==> src/tbi_defines.vh <==
/*
 * register map, field positions, reset values and timing counts of the
 * teletext bit inserter; assumes a 200 MHz core clock and byte addresses
 */
`ifndef TBI_DEFINES_VH
`define TBI_DEFINES_VH

// register byte offsets
`define TBI_REG_CTRL 8'h00
`define TBI_REG_TIMING 8'h04
`define TBI_REG_ODD 8'h08
`define TBI_REG_EVEN 8'h0C
`define TBI_REG_AMPL 8'h10
`define TBI_REG_STATUS 8'h14

// control fields
`define TBI_CTRL_EN_BIT 0
`define TBI_CTRL_PINSEL_BIT 1
`define TBI_CTRL_PAL_BIT 2
`define TBI_CTRL_FMT_LSB 4
`define TBI_CTRL_FMT_MSB 5
`define TBI_FMT_PAL 2'h0
`define TBI_FMT_WORLD 2'h1
`define TBI_FMT_NABTS 2'h2

// timing and line range fields
`define TBI_START_LSB 0
`define TBI_START_MSB 11
`define TBI_DELAY_LSB 16
`define TBI_DELAY_MSB 23
`define TBI_FIRST_LSB 0
`define TBI_FIRST_MSB 9
`define TBI_LAST_LSB 16
`define TBI_LAST_MSB 25

// status fields
`define TBI_STAT_WIN_BIT 0
`define TBI_STAT_UFL_BIT 1
`define TBI_STAT_REQ_BIT 2
`define TBI_STAT_LVL_LSB 4

// reset values
`define TBI_CTRL_RST 6'h04
`define TBI_START_RST 12'h0_100
`define TBI_DELAY_RST 8'h10
`define TBI_ODD_FIRST_RST 10'h007
`define TBI_ODD_LAST_RST 10'h016
`define TBI_EVEN_FIRST_RST 10'h140
`define TBI_EVEN_LAST_RST 10'h14F
`define TBI_AMPL_RST 10'h0C8

// bits per insertion window
`define TBI_BITS_PAL 9'd360
`define TBI_BITS_WORLD 9'd296
`define TBI_BITS_NABTS 9'd288

// timing: clock, insertion position in ns, bit rates in bit/s
`define TBI_CLK_MHZ 200
`define TBI_CLK_HZ 64'd200000000
`define TBI_POS_PAL_NS 9780
`define TBI_POS_NTSC_NS 10500
`define TBI_POS_PAL_CYC ((`TBI_POS_PAL_NS * `TBI_CLK_MHZ) / 1000)
`define TBI_POS_NTSC_CYC ((`TBI_POS_NTSC_NS * `TBI_CLK_MHZ) / 1000)
`define TBI_RATE_PAL_HZ 64'd6937500
`define TBI_RATE_525_HZ 64'd5727200
`define TBI_NCO_STEP(r) (((r) * 64'd16777216) / `TBI_CLK_HZ)
`define TBI_REQ_HIGH_CYC 4'd8

`endif

==> src/tbi_inserter.v <==
/*
 * teletext bit inserter: asks an outside source for teletext bits, samples
 * them after a programmed delay, buffers them and adds them into the
 * composite and luma samples inside a per-line insertion window.
 * assumes hsync_lead, field_odd, line_number and the video samples come
 * from encoder logic on clk; teletext_data_in is an asynchronous pin.
 */
`timescale 1ns/100ps
`include "tbi_defines.vh"

// How it works
// - Inserted teletext begins 9.78 us after the leading hsync edge in PAL and 10.5 us in NTSC.
// - Received bits are smoothed and added into both the composite and the luma outputs.
// - Each bit is sampled the programmed delay after its request rose, and the source keeps to it.
// - The request train starts at the programmed horizontal position after hsync.
// - The window holds 360 bits at 6.9375 Mbit/s in the PAL format.
// - The window holds 296 bits at 5.7272 Mbit/s in the world-standard format.
// - The window holds 288 bits at 5.7272 Mbit/s in the NABTS format.
// - With the enable bit clear the window never opens and nothing is added.
// - In the odd field only lines from the odd first line to the odd last line are used.
// - In the even field only lines from the even first line to the even last line are used.
// - The two pins act as teletext pins only when the pin select bit chooses that use.
module tbi_inserter (
    input wire clk,
    input wire arst_n,
    input wire [7:0] reg_addr,
    input wire [31:0] reg_wdata,
    input wire reg_wr,
    input wire reg_rd,
    output reg [31:0] reg_rdata,
    input wire hsync_lead,
    input wire field_odd,
    input wire [9:0] line_number,
    input wire [9:0] cvbs_in,
    input wire [9:0] luma_in,
    output reg [9:0] cvbs_out,
    output reg [9:0] luma_out,
    input wire teletext_data_in,
    output reg text_request_or_half_clock_pin
);
    // software settings
    reg teletext_insert_enable;
    reg pin_select;
    reg pal_mode;
    reg [1:0] text_format;
    reg [11:0] request_start_position;
    reg [7:0] request_to_data_delay;
    reg [9:0] odd_field_first_line;
    reg [9:0] odd_field_last_line;
    reg [9:0] even_field_first_line;
    reg [9:0] even_field_last_line;
    reg [9:0] insert_amplitude;
    reg underflow;
    localparam [5:0] ctrl_reset_value = `TBI_CTRL_RST;

    // line timing
    reg [11:0] hcount;
    reg line_active;
    reg [3:0] req_hold;
    reg half_clock;
    reg ttx_meta;
    reg ttx_sync;
    reg bit_now;
    reg bit_prev;
    reg [10:0] level;

    wire [63:0] step_pal_w;
    wire [63:0] step_525_w;
    wire [23:0] step;
    wire [8:0] nbits;
    wire [31:0] win_start;
    wire [12:0] sample_start;
    wire line_in_range;
    wire req_tick;
    wire req_busy;
    wire smp_tick;
    wire smp_busy;
    wire drv_tick;
    wire drv_busy;
    wire fifo_in_ready;
    wire fifo_out_valid;
    wire fifo_out_data;
    wire [4:0] fifo_level;
    wire train_hold;
    wire req_level;
    wire next_pin;
    wire next_underflow;
    wire [10:0] next_level;
    wire ufl_clear;

    function [9:0] sat_add;
        input [9:0] a;
        input [10:0] b;
        reg [11:0] sum;
        begin
            sum = {2'b00, a} + {1'b0, b};
            sat_add = (sum > 12'h3FF) ? 10'h3FF : sum[9:0];
        end
    endfunction

    function in_span;
        input [9:0] line;
        input [9:0] first;
        input [9:0] last;
        begin
            in_span = (line >= first) && (line <= last);
        end
    endfunction

    // true once per active line, in the cycle the horizontal counter stands at pos
    function hc_hit;
        input [12:0] pos;
        begin
            hc_hit = line_active && !hsync_lead && (hcount != 12'hFFF)
                && ({1'b0, hcount} == pos);
        end
    endfunction

    assign step_pal_w = `TBI_NCO_STEP(`TBI_RATE_PAL_HZ);
    assign step_525_w = `TBI_NCO_STEP(`TBI_RATE_525_HZ);
    assign step = (text_format == `TBI_FMT_PAL) ? step_pal_w[23:0]
        : step_525_w[23:0];
    assign nbits = (text_format == `TBI_FMT_PAL) ? `TBI_BITS_PAL
        : (text_format == `TBI_FMT_WORLD) ? `TBI_BITS_WORLD
        : `TBI_BITS_NABTS;
    assign win_start = pal_mode ? `TBI_POS_PAL_CYC : `TBI_POS_NTSC_CYC;
    assign sample_start = {1'b0, request_start_position}
        + {5'h00, request_to_data_delay};

    assign line_in_range = field_odd
        ? in_span(line_number, odd_field_first_line, odd_field_last_line)
        : in_span(line_number, even_field_first_line, even_field_last_line);

    // request and sample trains freeze together so their spacing stays exact
    assign train_hold = !fifo_in_ready;

    tbi_bit_train u_req_train (
        .clk(clk),
        .arst_n(arst_n),
        .start(hc_hit({1'b0, request_start_position})),
        .hold(train_hold),
        .step(step),
        .nbits(nbits),
        .tick(req_tick),
        .busy(req_busy)
    );

    tbi_bit_train u_smp_train (
        .clk(clk),
        .arst_n(arst_n),
        .start(hc_hit(sample_start)),
        .hold(train_hold),
        .step(step),
        .nbits(nbits),
        .tick(smp_tick),
        .busy(smp_busy)
    );

    tbi_bit_train u_drv_train (
        .clk(clk),
        .arst_n(arst_n),
        .start(hc_hit(win_start[12:0])),
        .hold(1'b0),
        .step(step),
        .nbits(nbits),
        .tick(drv_tick),
        .busy(drv_busy)
    );

    // sampled bits wait here until the window opens; flushed every line
    tbi_fifo #(
        .W(1),
        .D(16),
        .AW(4)
    ) u_fifo (
        .clk(clk),
        .arst_n(arst_n),
        .flush(hsync_lead),
        .in_valid(smp_tick && line_active),
        .in_ready(fifo_in_ready),
        .in_data(ttx_sync),
        .out_valid(fifo_out_valid),
        .out_ready(drv_tick),
        .out_data(fifo_out_data),
        .level(fifo_level)
    );

    assign req_level = line_active && (req_hold != 4'h0);
    assign next_pin = pin_select ? req_level : !half_clock;
    assign ufl_clear = reg_wr && (reg_addr == `TBI_REG_STATUS)
        && reg_wdata[`TBI_STAT_UFL_BIT];
    // a new underflow in the clearing cycle wins
    assign next_underflow = (drv_tick && !fifo_out_valid) || (underflow && !ufl_clear);
    assign next_level = drv_busy
        ? ({1'b0, bit_now ? insert_amplitude : 10'h000}
            + {1'b0, bit_prev ? insert_amplitude : 10'h000}) >> 1
        : 11'h000;

    // pin synchroniser; the first stage feeds only the second
    always @(posedge clk or negedge arst_n) begin
        if (!arst_n) begin
            ttx_meta <= 1'b0;
            ttx_sync <= 1'b0;
        end else begin
            ttx_meta <= teletext_data_in;
            ttx_sync <= ttx_meta;
        end
    end

    // horizontal counter and per-line gate, decided at the hsync edge
    always @(posedge clk or negedge arst_n) begin
        if (!arst_n) begin
            hcount <= 12'hFFF;
            line_active <= 1'b0;
        end else if (hsync_lead) begin
            hcount <= 12'h000;
            line_active <= teletext_insert_enable && pin_select
                && line_in_range;
        end else if (hcount != 12'hFFF) begin
            hcount <= hcount + 1'b1;
        end
    end

    // request pulse: a fixed high time per bit, well under a bit period
    always @(posedge clk or negedge arst_n) begin
        if (!arst_n) begin
            req_hold <= 4'h0;
            half_clock <= 1'b0;
            text_request_or_half_clock_pin <= 1'b0;
        end else begin
            if (req_tick) begin
                req_hold <= `TBI_REQ_HIGH_CYC;
            end else if (req_hold != 4'h0) begin
                req_hold <= req_hold - 1'b1;
            end
            half_clock <= !half_clock;
            text_request_or_half_clock_pin <= next_pin;
        end
    end

    // two-tap smoothing of the bit stream, then added into both outputs
    always @(posedge clk or negedge arst_n) begin
        if (!arst_n) begin
            bit_now <= 1'b0;
            bit_prev <= 1'b0;
            level <= 11'h000;
            cvbs_out <= 10'h000;
            luma_out <= 10'h000;
            underflow <= 1'b0;
        end else begin
            if (!drv_busy) begin
                bit_now <= 1'b0;
                bit_prev <= 1'b0;
            end else if (drv_tick) begin
                bit_prev <= bit_now;
                bit_now <= fifo_out_valid && fifo_out_data;
            end
            level <= next_level;
            cvbs_out <= sat_add(cvbs_in, level);
            luma_out <= sat_add(luma_in, level);
            underflow <= next_underflow;
        end
    end

    // register writes
    always @(posedge clk or negedge arst_n) begin
        if (!arst_n) begin
            teletext_insert_enable <= ctrl_reset_value[`TBI_CTRL_EN_BIT];
            pin_select <= ctrl_reset_value[`TBI_CTRL_PINSEL_BIT];
            pal_mode <= ctrl_reset_value[`TBI_CTRL_PAL_BIT];
            text_format <= ctrl_reset_value[`TBI_CTRL_FMT_MSB:`TBI_CTRL_FMT_LSB];
            request_start_position <= `TBI_START_RST;
            request_to_data_delay <= `TBI_DELAY_RST;
            odd_field_first_line <= `TBI_ODD_FIRST_RST;
            odd_field_last_line <= `TBI_ODD_LAST_RST;
            even_field_first_line <= `TBI_EVEN_FIRST_RST;
            even_field_last_line <= `TBI_EVEN_LAST_RST;
            insert_amplitude <= `TBI_AMPL_RST;
        end else if (reg_wr) begin
            case (reg_addr)
                `TBI_REG_CTRL: begin
                    teletext_insert_enable <= reg_wdata[`TBI_CTRL_EN_BIT];
                    pin_select <= reg_wdata[`TBI_CTRL_PINSEL_BIT];
                    pal_mode <= reg_wdata[`TBI_CTRL_PAL_BIT];
                    text_format <= reg_wdata[`TBI_CTRL_FMT_MSB:`TBI_CTRL_FMT_LSB];
                end
                `TBI_REG_TIMING: begin
                    request_start_position <= reg_wdata[`TBI_START_MSB:`TBI_START_LSB];
                    request_to_data_delay <= reg_wdata[`TBI_DELAY_MSB:`TBI_DELAY_LSB];
                end
                `TBI_REG_ODD: begin
                    odd_field_first_line <= reg_wdata[`TBI_FIRST_MSB:`TBI_FIRST_LSB];
                    odd_field_last_line <= reg_wdata[`TBI_LAST_MSB:`TBI_LAST_LSB];
                end
                `TBI_REG_EVEN: begin
                    even_field_first_line <= reg_wdata[`TBI_FIRST_MSB:`TBI_FIRST_LSB];
                    even_field_last_line <= reg_wdata[`TBI_LAST_MSB:`TBI_LAST_LSB];
                end
                `TBI_REG_AMPL: begin
                    insert_amplitude <= reg_wdata[9:0];
                end
                default: begin
                end
            endcase
        end
    end

    // register reads: data stand for the one cycle after the strobe
    always @(posedge clk or negedge arst_n) begin
        if (!arst_n) begin
            reg_rdata <= 32'h0000_0000;
        end else if (reg_rd) begin
            case (reg_addr)
                `TBI_REG_CTRL:
                    reg_rdata <= {26'h000_0000, text_format, 1'b0, pal_mode,
                        pin_select, teletext_insert_enable};
                `TBI_REG_TIMING:
                    reg_rdata <= {8'h00, request_to_data_delay, 4'h0,
                        request_start_position};
                `TBI_REG_ODD:
                    reg_rdata <= {6'h00, odd_field_last_line, 6'h00,
                        odd_field_first_line};
                `TBI_REG_EVEN:
                    reg_rdata <= {6'h00, even_field_last_line, 6'h00,
                        even_field_first_line};
                `TBI_REG_AMPL:
                    reg_rdata <= {22'h00_0000, insert_amplitude};
                `TBI_REG_STATUS:
                    reg_rdata <= {23'h00_0000, fifo_level, 1'b0, req_busy,
                        underflow, drv_busy};
                default:
                    reg_rdata <= 32'h0000_0000;
            endcase
        end else begin
            reg_rdata <= 32'h0000_0000;
        end
    end
endmodule // tbi_inserter

==> src/tbi_fifo.v <==
/*
 * synchronous fifo with valid/ready on both sides and a flush;
 * assumes one clock and that flush is a one-cycle pulse
 */
`timescale 1ns/100ps
module tbi_fifo #(
    parameter W = 1,
    parameter D = 16,
    parameter AW = 4
) (
    input wire clk,
    input wire arst_n,
    input wire flush,
    input wire in_valid,
    output wire in_ready,
    input wire [W-1:0] in_data,
    output wire out_valid,
    input wire out_ready,
    output wire [W-1:0] out_data,
    output wire [AW:0] level
);
    reg [W-1:0] mem [0:D-1];
    reg [AW-1:0] wr_ptr;
    reg [AW-1:0] rd_ptr;
    reg [AW:0] count;
    wire push;
    wire pop;

    assign in_ready = (count != D);
    assign out_valid = (count != {(AW+1){1'b0}});
    assign out_data = mem[rd_ptr];
    assign level = count;
    assign push = in_valid && in_ready;
    assign pop = out_valid && out_ready;

    always @(posedge clk) begin
        if (push) begin
            mem[wr_ptr] <= in_data;
        end
    end

    always @(posedge clk or negedge arst_n) begin
        if (!arst_n) begin
            wr_ptr <= {AW{1'b0}};
            rd_ptr <= {AW{1'b0}};
            count <= {(AW+1){1'b0}};
        end else if (flush) begin
            wr_ptr <= {AW{1'b0}};
            rd_ptr <= {AW{1'b0}};
            count <= {(AW+1){1'b0}};
        end else begin
            if (push) begin
                wr_ptr <= wr_ptr + 1'b1;
            end
            if (pop) begin
                rd_ptr <= rd_ptr + 1'b1;
            end
            if (push && !pop) begin
                count <= count + 1'b1;
            end else if (pop && !push) begin
                count <= count - 1'b1;
            end
        end
    end
endmodule // tbi_fifo

==> src/tbi_bit_train.v <==
/*
 * fractional bit-rate generator: after start, gives nbits one-cycle ticks
 * spaced at step/2^24 of the clock rate; assumes hold freezes the phase
 */
`timescale 1ns/100ps
module tbi_bit_train (
    input wire clk,
    input wire arst_n,
    input wire start,
    input wire hold,
    input wire [23:0] step,
    input wire [8:0] nbits,
    output reg tick,
    output reg busy
);
    reg [23:0] acc;
    reg [8:0] left;
    wire [24:0] next_acc;

    assign next_acc = {1'b0, acc} + {1'b0, step};

    always @(posedge clk or negedge arst_n) begin
        if (!arst_n) begin
            acc <= 24'h00_0000;
            left <= 9'h000;
            tick <= 1'b0;
            busy <= 1'b0;
        end else if (start) begin
            // first tick two cycles after start, so bit one lands on its position
            acc <= 24'hFF_FFFF;
            left <= nbits;
            tick <= 1'b0;
            busy <= (nbits != 9'h000);
        end else if (busy && !hold) begin
            acc <= next_acc[23:0];
            tick <= next_acc[24];
            if (next_acc[24]) begin
                left <= left - 1'b1;
                if (left == 9'h001) begin
                    busy <= 1'b0;
                end
            end
        end else begin
            tick <= 1'b0;
        end
    end
endmodule // tbi_bit_train

==> config.mk <==
export PLATFORM = sky130hd
export DESIGN_NAME = tbi_inserter
export DESIGN_NICKNAME = d
export VERILOG_FILES = /design/src/tbi_inserter.v /design/src/tbi_fifo.v /design/src/tbi_bit_train.v
export VERILOG_INCLUDE_DIRS = /design/src
export SDC_FILE = /design/constraint.sdc
export NUM_CORES = 1
export LEC_CHECK = 0
export ABC_CLOCK_PERIOD_IN_PS = 3850
export BUFFER_PORTS_ARGS = -buffer_cell sky130_fd_sc_hd__buf_2
export CORE_MARGIN = 1
export CORE_UTILIZATION = 51
export DETAILED_ROUTE_END_ITERATION = 8
export PLACE_DENSITY = 0.72
export SLEW_MARGIN = 20
export SYNTH_ARGS = -nofsm -noshare
export SYNTH_HDL_FRONTEND = slang
export SYNTH_SLANG_ARGS = --single-unit
==> constraint.sdc <==
create_clock -name clk -period 3.85 [get_ports clk]
set_input_delay 0.77 -clock clk [delete_from_list [all_inputs] [get_ports clk]]
set_output_delay 0.77 -clock clk [all_outputs]
set_load 0.01 [all_outputs]
== After elaboration in Yosys (flattened, before gate mapping) ==
Memories as Yosys holds them, arrays and structs flattened.
Cells that the tools add are included.

* Register bits after elaboration: 279
* Output and inout port bits: 53
* Memories kept: 1
* RAM bits: 16
* Bits in latches: 0
* Bits in read-only memories: 0
* Bits of input ports: 77
* Logic and storage cells: 198

{| class="wikitable"
|+ Memories
! name !! words !! width !! read ports !! clocked after memory_dff !! wr ports !! RTL line !! source
|-
| u_fifo.mem || 16 || 1 || 1 || 0 || 1 || tbi_fifo.v:22 || <nowiki>reg [W-1:0] mem [0:D-1];</nowiki>
|}

* Divide/modulo/power cells: 0
* Eq/ne operators: 15
* Multiplexer cells: 63
* Shift-type cells: 0
* Reduce and logical (&&, ||, !) cells: 57
* Bitwise gates (word level): 0
* Add/subtract/negate cells: 16
* $lt $le $gt $ge: 6
* Multiply operators: 0

{| class="wikitable"
|+ Operators with widths
! cell !! number
|-
| 26-bit case mux with 6 select lines || 1
|-
| 24-bit 2-to-1 mux || 6
|-
| 9-bit 2-to-1 mux || 9
|-
| 24-bit by 20-bit adder with 25-bit output || 3
|-
| 10-bit 2-to-1 mux || 5
|-
| 12-bit 2-to-1 mux || 3
|-
| 10-bit by 10-bit adder with 11-bit output || 3
|-
| 4-bit 2-to-1 mux || 7
|-
| 9-bit by 1-bit == test with 1-bit output (second input constant) || 3
|-
| 9-bit by 1-bit subtractor with 9-bit output (second input constant) || 3
|-
| 1-bit 2-to-1 mux || 26
|-
| 26-bit 2-to-1 mux || 1
|-
| 12-bit == test || 2
|-
| 12-bit by 10-bit greater-than comparator with 1-bit output (second input constant) || 2
|-
| 2-bit nonzero test || 12
|-
| 1-bit logical AND || 22
|-
| 10-bit >= comparator || 2
|-
| 10-bit <= comparator || 2
|-
| 20-bit 2-to-1 mux || 1
|-
| 8-bit by 4-bit == test with 1-bit output (second input constant) || 2
|-
| 8-bit by 5-bit == test with 1-bit output (second input constant) || 2
|-
| 2-bit AND reduction || 8
|-
| 5-bit 2-to-1 mux || 3
|-
| 12-bit by 8-bit adder with 13-bit output || 1
|-
| 21 further kinds || 28
|}

== Longest topological paths before layout ==
* Word-level depth: 7
* Mapped depth: 15
* Mapped depth without buffers: 14

== Cells and area by module ==
From an unflattened synthesis, not the netlist that was laid out.

* Cell total of the unflattened synthesis: 2072
* Area, all modules: 19686.4 um2

{| class="wikitable"
|+ By module, submodules not included
! module !! seq. area each (um2) !! area each (um2) !! cells each !! times used
|-
| tbi_inserter || 3818.7 || 9385.3 || 912 || 1
|-
| tbi_bit_train (u_req_train ...) || 875.8 || 3019.1 || 358 || 2
|-
| tbi_bit_train (u_drv_train) || 875.8 || 2688.8 || 308 || 1
|-
| tbi_fifo || 805.8 || 1574.0 || 136 || 1
|}

== Worst setup path before layout ==
Ideal clock, no wire load.

* Kind: register -> register
* Start point: register text_format[1]
* End point: register u_smp_train.left[7]
* Period minus slack after synthesis: 3917 ps
* Stages on the path, launching flop included: 16
* Setup time: 119 ps
* Setup slack: -67 ps
* Arrival time: 3798 ps
* Path buffers: 1
* Cell sequence: dfrtp_1 > or2_2 > inv_1 > ha_1 > inv_1 > fa_1 > nor2b_1 > o31a_1 > o2111ai_1 > a21oi_1 > a311oi_1 > nor3_1 > buf_2 > nand4_1 > xnor2_1 > and2_1

* Cells in the longest elaborated chain, start to end: 5

{| class="wikitable"
|+ Ends and longest elaborated chain
! element !! RTL line !! source
|-
| from (decl) || tbi_inserter.v:45 || <nowiki>reg [1:0] text_format;</nowiki>
|-
| from (signal assigned) || tbi_inserter.v:271 || <nowiki>text_format <= ctrl_reset_value[`TBI_CTRL_FMT_MSB:`TBI_CTRL_FMT_LSB];</nowiki>
|-
| from (signal assigned) || tbi_inserter.v:285 || <nowiki>text_format <= reg_wdata[`TBI_CTRL_FMT_MSB:`TBI_CTRL_FMT_LSB];</nowiki>
|-
| 2-bit logical NOT (no source line) || - ||
|-
| 20-bit 2-to-1 mux || tbi_inserter.v:121 || <nowiki>assign step = (text_format == `TBI_FMT_PAL) ? step_pal_w[23:0]</nowiki>
|-
| 24-bit by 20-bit adder with 25-bit output || tbi_bit_train.v:20 || <nowiki>assign next_acc = {1'b0, acc} + {1'b0, step};</nowiki>
|-
| 2-bit nonzero test (no source line) || - ||
|-
| 2-bit AND reduction (no source line) || - ||
|-
| to (signal assigned) || tbi_bit_train.v:31 || <nowiki>left <= nbits;</nowiki>
|-
| to (signal assigned) || tbi_bit_train.v:38 || <nowiki>left <= left - 1'b1;</nowiki>
|-
| to (decl) || tbi_bit_train.v:17 || <nowiki>reg [8:0] left;</nowiki>
|}

No other way between the ends.
A chain may end at the register's enable or synchronous reset.

== Worst setup path in the final report ==
* Start point: register text_format[0]
* End point: register u_smp_train.acc[19]

* Cells in the longest elaborated chain, start to end: 5

{| class="wikitable"
|+ Ends and longest elaborated chain
! element !! RTL line !! source
|-
| 2-bit logical NOT (no source line) || - ||
|-
| 20-bit 2-to-1 mux || tbi_inserter.v:121 ||
|-
| 24-bit by 20-bit adder with 25-bit output || tbi_bit_train.v:20 ||
|-
| 24-bit 2-to-1 mux || tbi_bit_train.v:34 || <nowiki>end else if (busy && !hold) begin</nowiki>
|-
| 24-bit 2-to-1 mux || tbi_bit_train.v:28 || <nowiki>end else if (start) begin</nowiki>
|-
| to (signal assigned) || tbi_bit_train.v:35 || <nowiki>acc <= next_acc[23:0];</nowiki>
|-
| to (decl) || tbi_bit_train.v:16 || <nowiki>reg [23:0] acc;</nowiki>
|}

No other way between the ends. The select of a mux whose other input is x is not followed.

==> impl_results.md <==
- Setup crit start kind: flip-flop
- Post-CTS Setup Inserts: 0
- RSZ-0062 raised after global routing: no
- Crit path required time: 4.19 ns
- Clk slew on worst S/H paths: 0.06 ns
- CTS buffer count: 34
- Kind of critical path: flip-flop to flip-flop
- Area growth from synthesis to layout: 11.9%
- Clk_skew: 0.0114 ns
- Hold Fails Final Rpt: 0
- Number of buffers added on ports: 109
- Most frequent cell on the critical path: a21oi_1
- Slew Viols, Final: 0
- TritonCTS clock tree: done
- Final setup viols: 0
- Max-cap violation count: 0
- DP HPWL: 28500 um
- CP max FO: 11
- Ys Warns: 0
- Root Driver: clkbuf_16
- Ys async rst share: 0.944
- Clk_lat worst skew: 0.51 ns
- CTS Sinks: 285
- Routed WL: 39000 um
- CP arrival: 3.93 ns
- Maximum root-to-sink buffer count: 3
- FILL cells: 2835
- Status: complete, no violations
- Cell Area, Synth: 17400 um^2
- H-tree depth: 2
- Vias per inst: 5.63
- Maximum vdd drop: 339 uV
- Ys flop type: dfrtp_1
- Post-route clock period utilization: 0.933
- Cells after Synth: 1751
- Grt ovf: 0
- Met1 Wirelength: 17300 um
- Slowest stage cell, crit path: a311oi_1
- CTS resizes: 0
- Number of global-route vias before repair: 13214
- Chip Width: 186 um
- Site row count: 67
- CP Buf/Inv Count: 2
- Metal3 WL: 2200 um
- Max Fclk: 279 MHz
- Die H: 186 um
- Least-Margin Pin Slew: 0.889 ns
- Synth Area per Inst: 9.91 um^2
- Crit-path cells: or2_2, clkinvlp_4, buf_4, ha_1, a21o_1, a21oi_1, o31ai_1, a311oi_1, o21bai_1, a21oi_1, nor2b_1, xnor2_1, o211ai_1
- Seq/Total Area, Yosys: 0.418
- Leak Pwr: 9.08 nW
- Routed len/inst: 16.7 um
- Relative slew slack: 0.406
- Via count: 13113
- Core Region: 33500 um^2
- Most frequent cells in the layout: 237 x dfrtp_1, 178 x nand2_1, 143 x ha_1, 125 x nor2_1, 108 x buf_2
- Uppermost layer routed: met5
- Router iterations before antenna repair: 5
- Most common cell after layout, fill and taps aside: dfrtp_1
- Number of flops mapped to enable cells by yosys: 16
- CP max stage delay: 0.48 ns
- CP endpoint kind: flip-flop
- Drt drc: 0
- Kind of cell adding the most delay to the critical path: compound AO/OA/AOI/OAI gates
- Total die area: 34800 um^2
- Post-layout min period: 3.59 ns
- Setup tns final: 0 ns
- First-pass GRT wire length: 65700 um
- Synth Register Bits: 285
- Routed Antenna Nets: 0
- Initial Utilization: 0.518
- Gr usage total: 0.229
- DR iter-0 viols: 822
- Post-synth cell types: 75
- Initial antenna violation count: 4
- Metal2 WL: 18100 um
- Layout Utilization: 0.579
- Hold WC Path Type: input port to asynchronous set/reset pin
- Nets: 2086
- I/O pins: 130
- PD cells: 561 nW/um^2
- Share of layout cells above drive strength 1: 0.171
- Largest net degree at the start of global routing: 77
- RD Place Congestion: 0.903
- CTS Hold Buffers Added: 0
cell usage after synthesis (5+ instances only):
master | number | area share
mux4_2 | 7 | 0.0091
a31oi_1 | 15 | 0.0054
nor2_1 | 125 | 0.027
and3_1 | 19 | 0.0068
a211oi_1 | 13 | 0.0056
nand4_1 | 23 | 0.0083
a22oi_1 | 21 | 0.0091
edfxtp_1 | 16 | 0.028
ha_1 | 143 | 0.10
buf_4 | 11 | 0.0048
a22o_1 | 6 | 0.0030
nor4_1 | 5 | 0.0018
nor2b_1 | 25 | 0.0090
a21boi_0 | 8 | 0.0035
o211ai_1 | 27 | 0.012
o211a_1 | 6 | 0.0035
xor2_1 | 64 | 0.032
clkbuf_1 | 52 | 0.011
or2_2 | 6 | 0.0022
and2_1 | 55 | 0.020
nand2b_1 | 18 | 0.0065
nand2_1 | 178 | 0.038
o21bai_1 | 8 | 0.0035
or3_1 | 9 | 0.0032
inv_1 | 90 | 0.019
nand3_1 | 34 | 0.0098
nor3_1 | 29 | 0.0084
nor3b_1 | 5 | 0.0022
dfrtp_1 | 237 | 0.34
o21ai_0 | 87 | 0.025
mux2_2 | 77 | 0.050
o21a_1 | 12 | 0.0052
fa_1 | 8 | 0.0092
dfstp_2 | 32 | 0.048
a21oi_1 | 84 | 0.024
mux2i_1 | 16 | 0.0092
nand4b_1 | 6 | 0.0030
a21o_1 | 36 | 0.016
buf_2 | 8 | 0.0023
xnor2_1 | 72 | 0.036
worst paths after layout:
path	slack, ns	startpoint	end	cells past startpoint
max	0.26	text_format[0]	u_smp_train.acc[19]	13
min	0.24	arst_n	u_req_train.acc[3]	1
max reg2reg	0.26	text_format[0]	u_smp_train.acc[19]	13
min reg2reg	0.35	ttx_meta	ttx_sync	0
max in group asynchronous	2.67	arst_n	odd_field_first_line[0]	2
min in group clk	0.35	ttx_meta	ttx_sync	0
final cells by class:
class / instances / area [um^2] / area share
antenna: 1 / 2.50 / 0.000129
clock buffer: 51 / 956 / 0.0492
clock inverter: 9 / 73.8 / 0.00380
inverter: 90 / 342 / 0.0176
multi-input combinational: 1314 / 9490 / 0.488
sequential: 285 / 7250 / 0.373
tap: 448 / 561 / 0.0289
timing repair buffer: 133 / 748 / 0.0385
power by group:
| group | internal (W) | switching, W |
|---|---|---|
| clock network | 0.00178 | 0.00124 |
| logic | 0.00173 | 0.00203 |
| registers | 0.00364 | 0.000473 |
state kept, by name, indices dropped and copies added, names as in the netlist, 2 cells and up:
signal / cells
u_fifo.rd_ptr: 4
even_field_first_line: 10
cvbs_out: 10
text_format: 2
u_smp_train.left: 9
reg_rdata: 22
u_req_train.left: 9
even_field_last_line: 10
u_req_train.acc: 24
luma_out: 10
request_to_data_delay: 8
level: 10
u_smp_train.acc: 24
req_hold: 4
request_start_position: 12
odd_field_first_line: 10
odd_field_last_line: 10
u_drv_train.acc: 24
u_fifo.mem: 16
u_drv_train.left: 9
u_fifo.level: 5
u_fifo.wr_ptr: 4
insert_amplitude: 10
hcount: 12
per-layer routing:
layer	up-vias	track usage
met5	-	0
met4	6	0.0848
met3	85	0.0382
met2	364	0.376
met1	6312	0.305
li1	6346	-
cell families after synthesis:
kind of cell    Yosys count  synth area share
compound gates          362             0.137
flops                   285             0.418
fa+ha+maj               151             0.112
buf+inv                 161            0.0378
other cells               1          0.000216
simple gates            555             0.158
xor+xnor                136            0.0686
mux                     100            0.0683
through the flow:
step | hold slack (ns) | cells | setup slack [ns] | total power [W] | instance area, um^2
finish | 0.244 | 2331 | 0.260 | 0.0109 | 19400
global route | 0.286 | 2331 | 0.0451 | 0.0117 | 19400
CTS | 0.255 | 2330 | 0.258 | 0.0110 | 19400
detailed placement | 0.340 | 2270 | 0.305 | 0.00788 | 18400
global placement | 0.335 | 2270 | 0.334 | 0.00772 | 18400
floorplan | 0.331 | 1760 | 0.145 | 0.00704 | 17400
(Power assumes the default switching activity.)
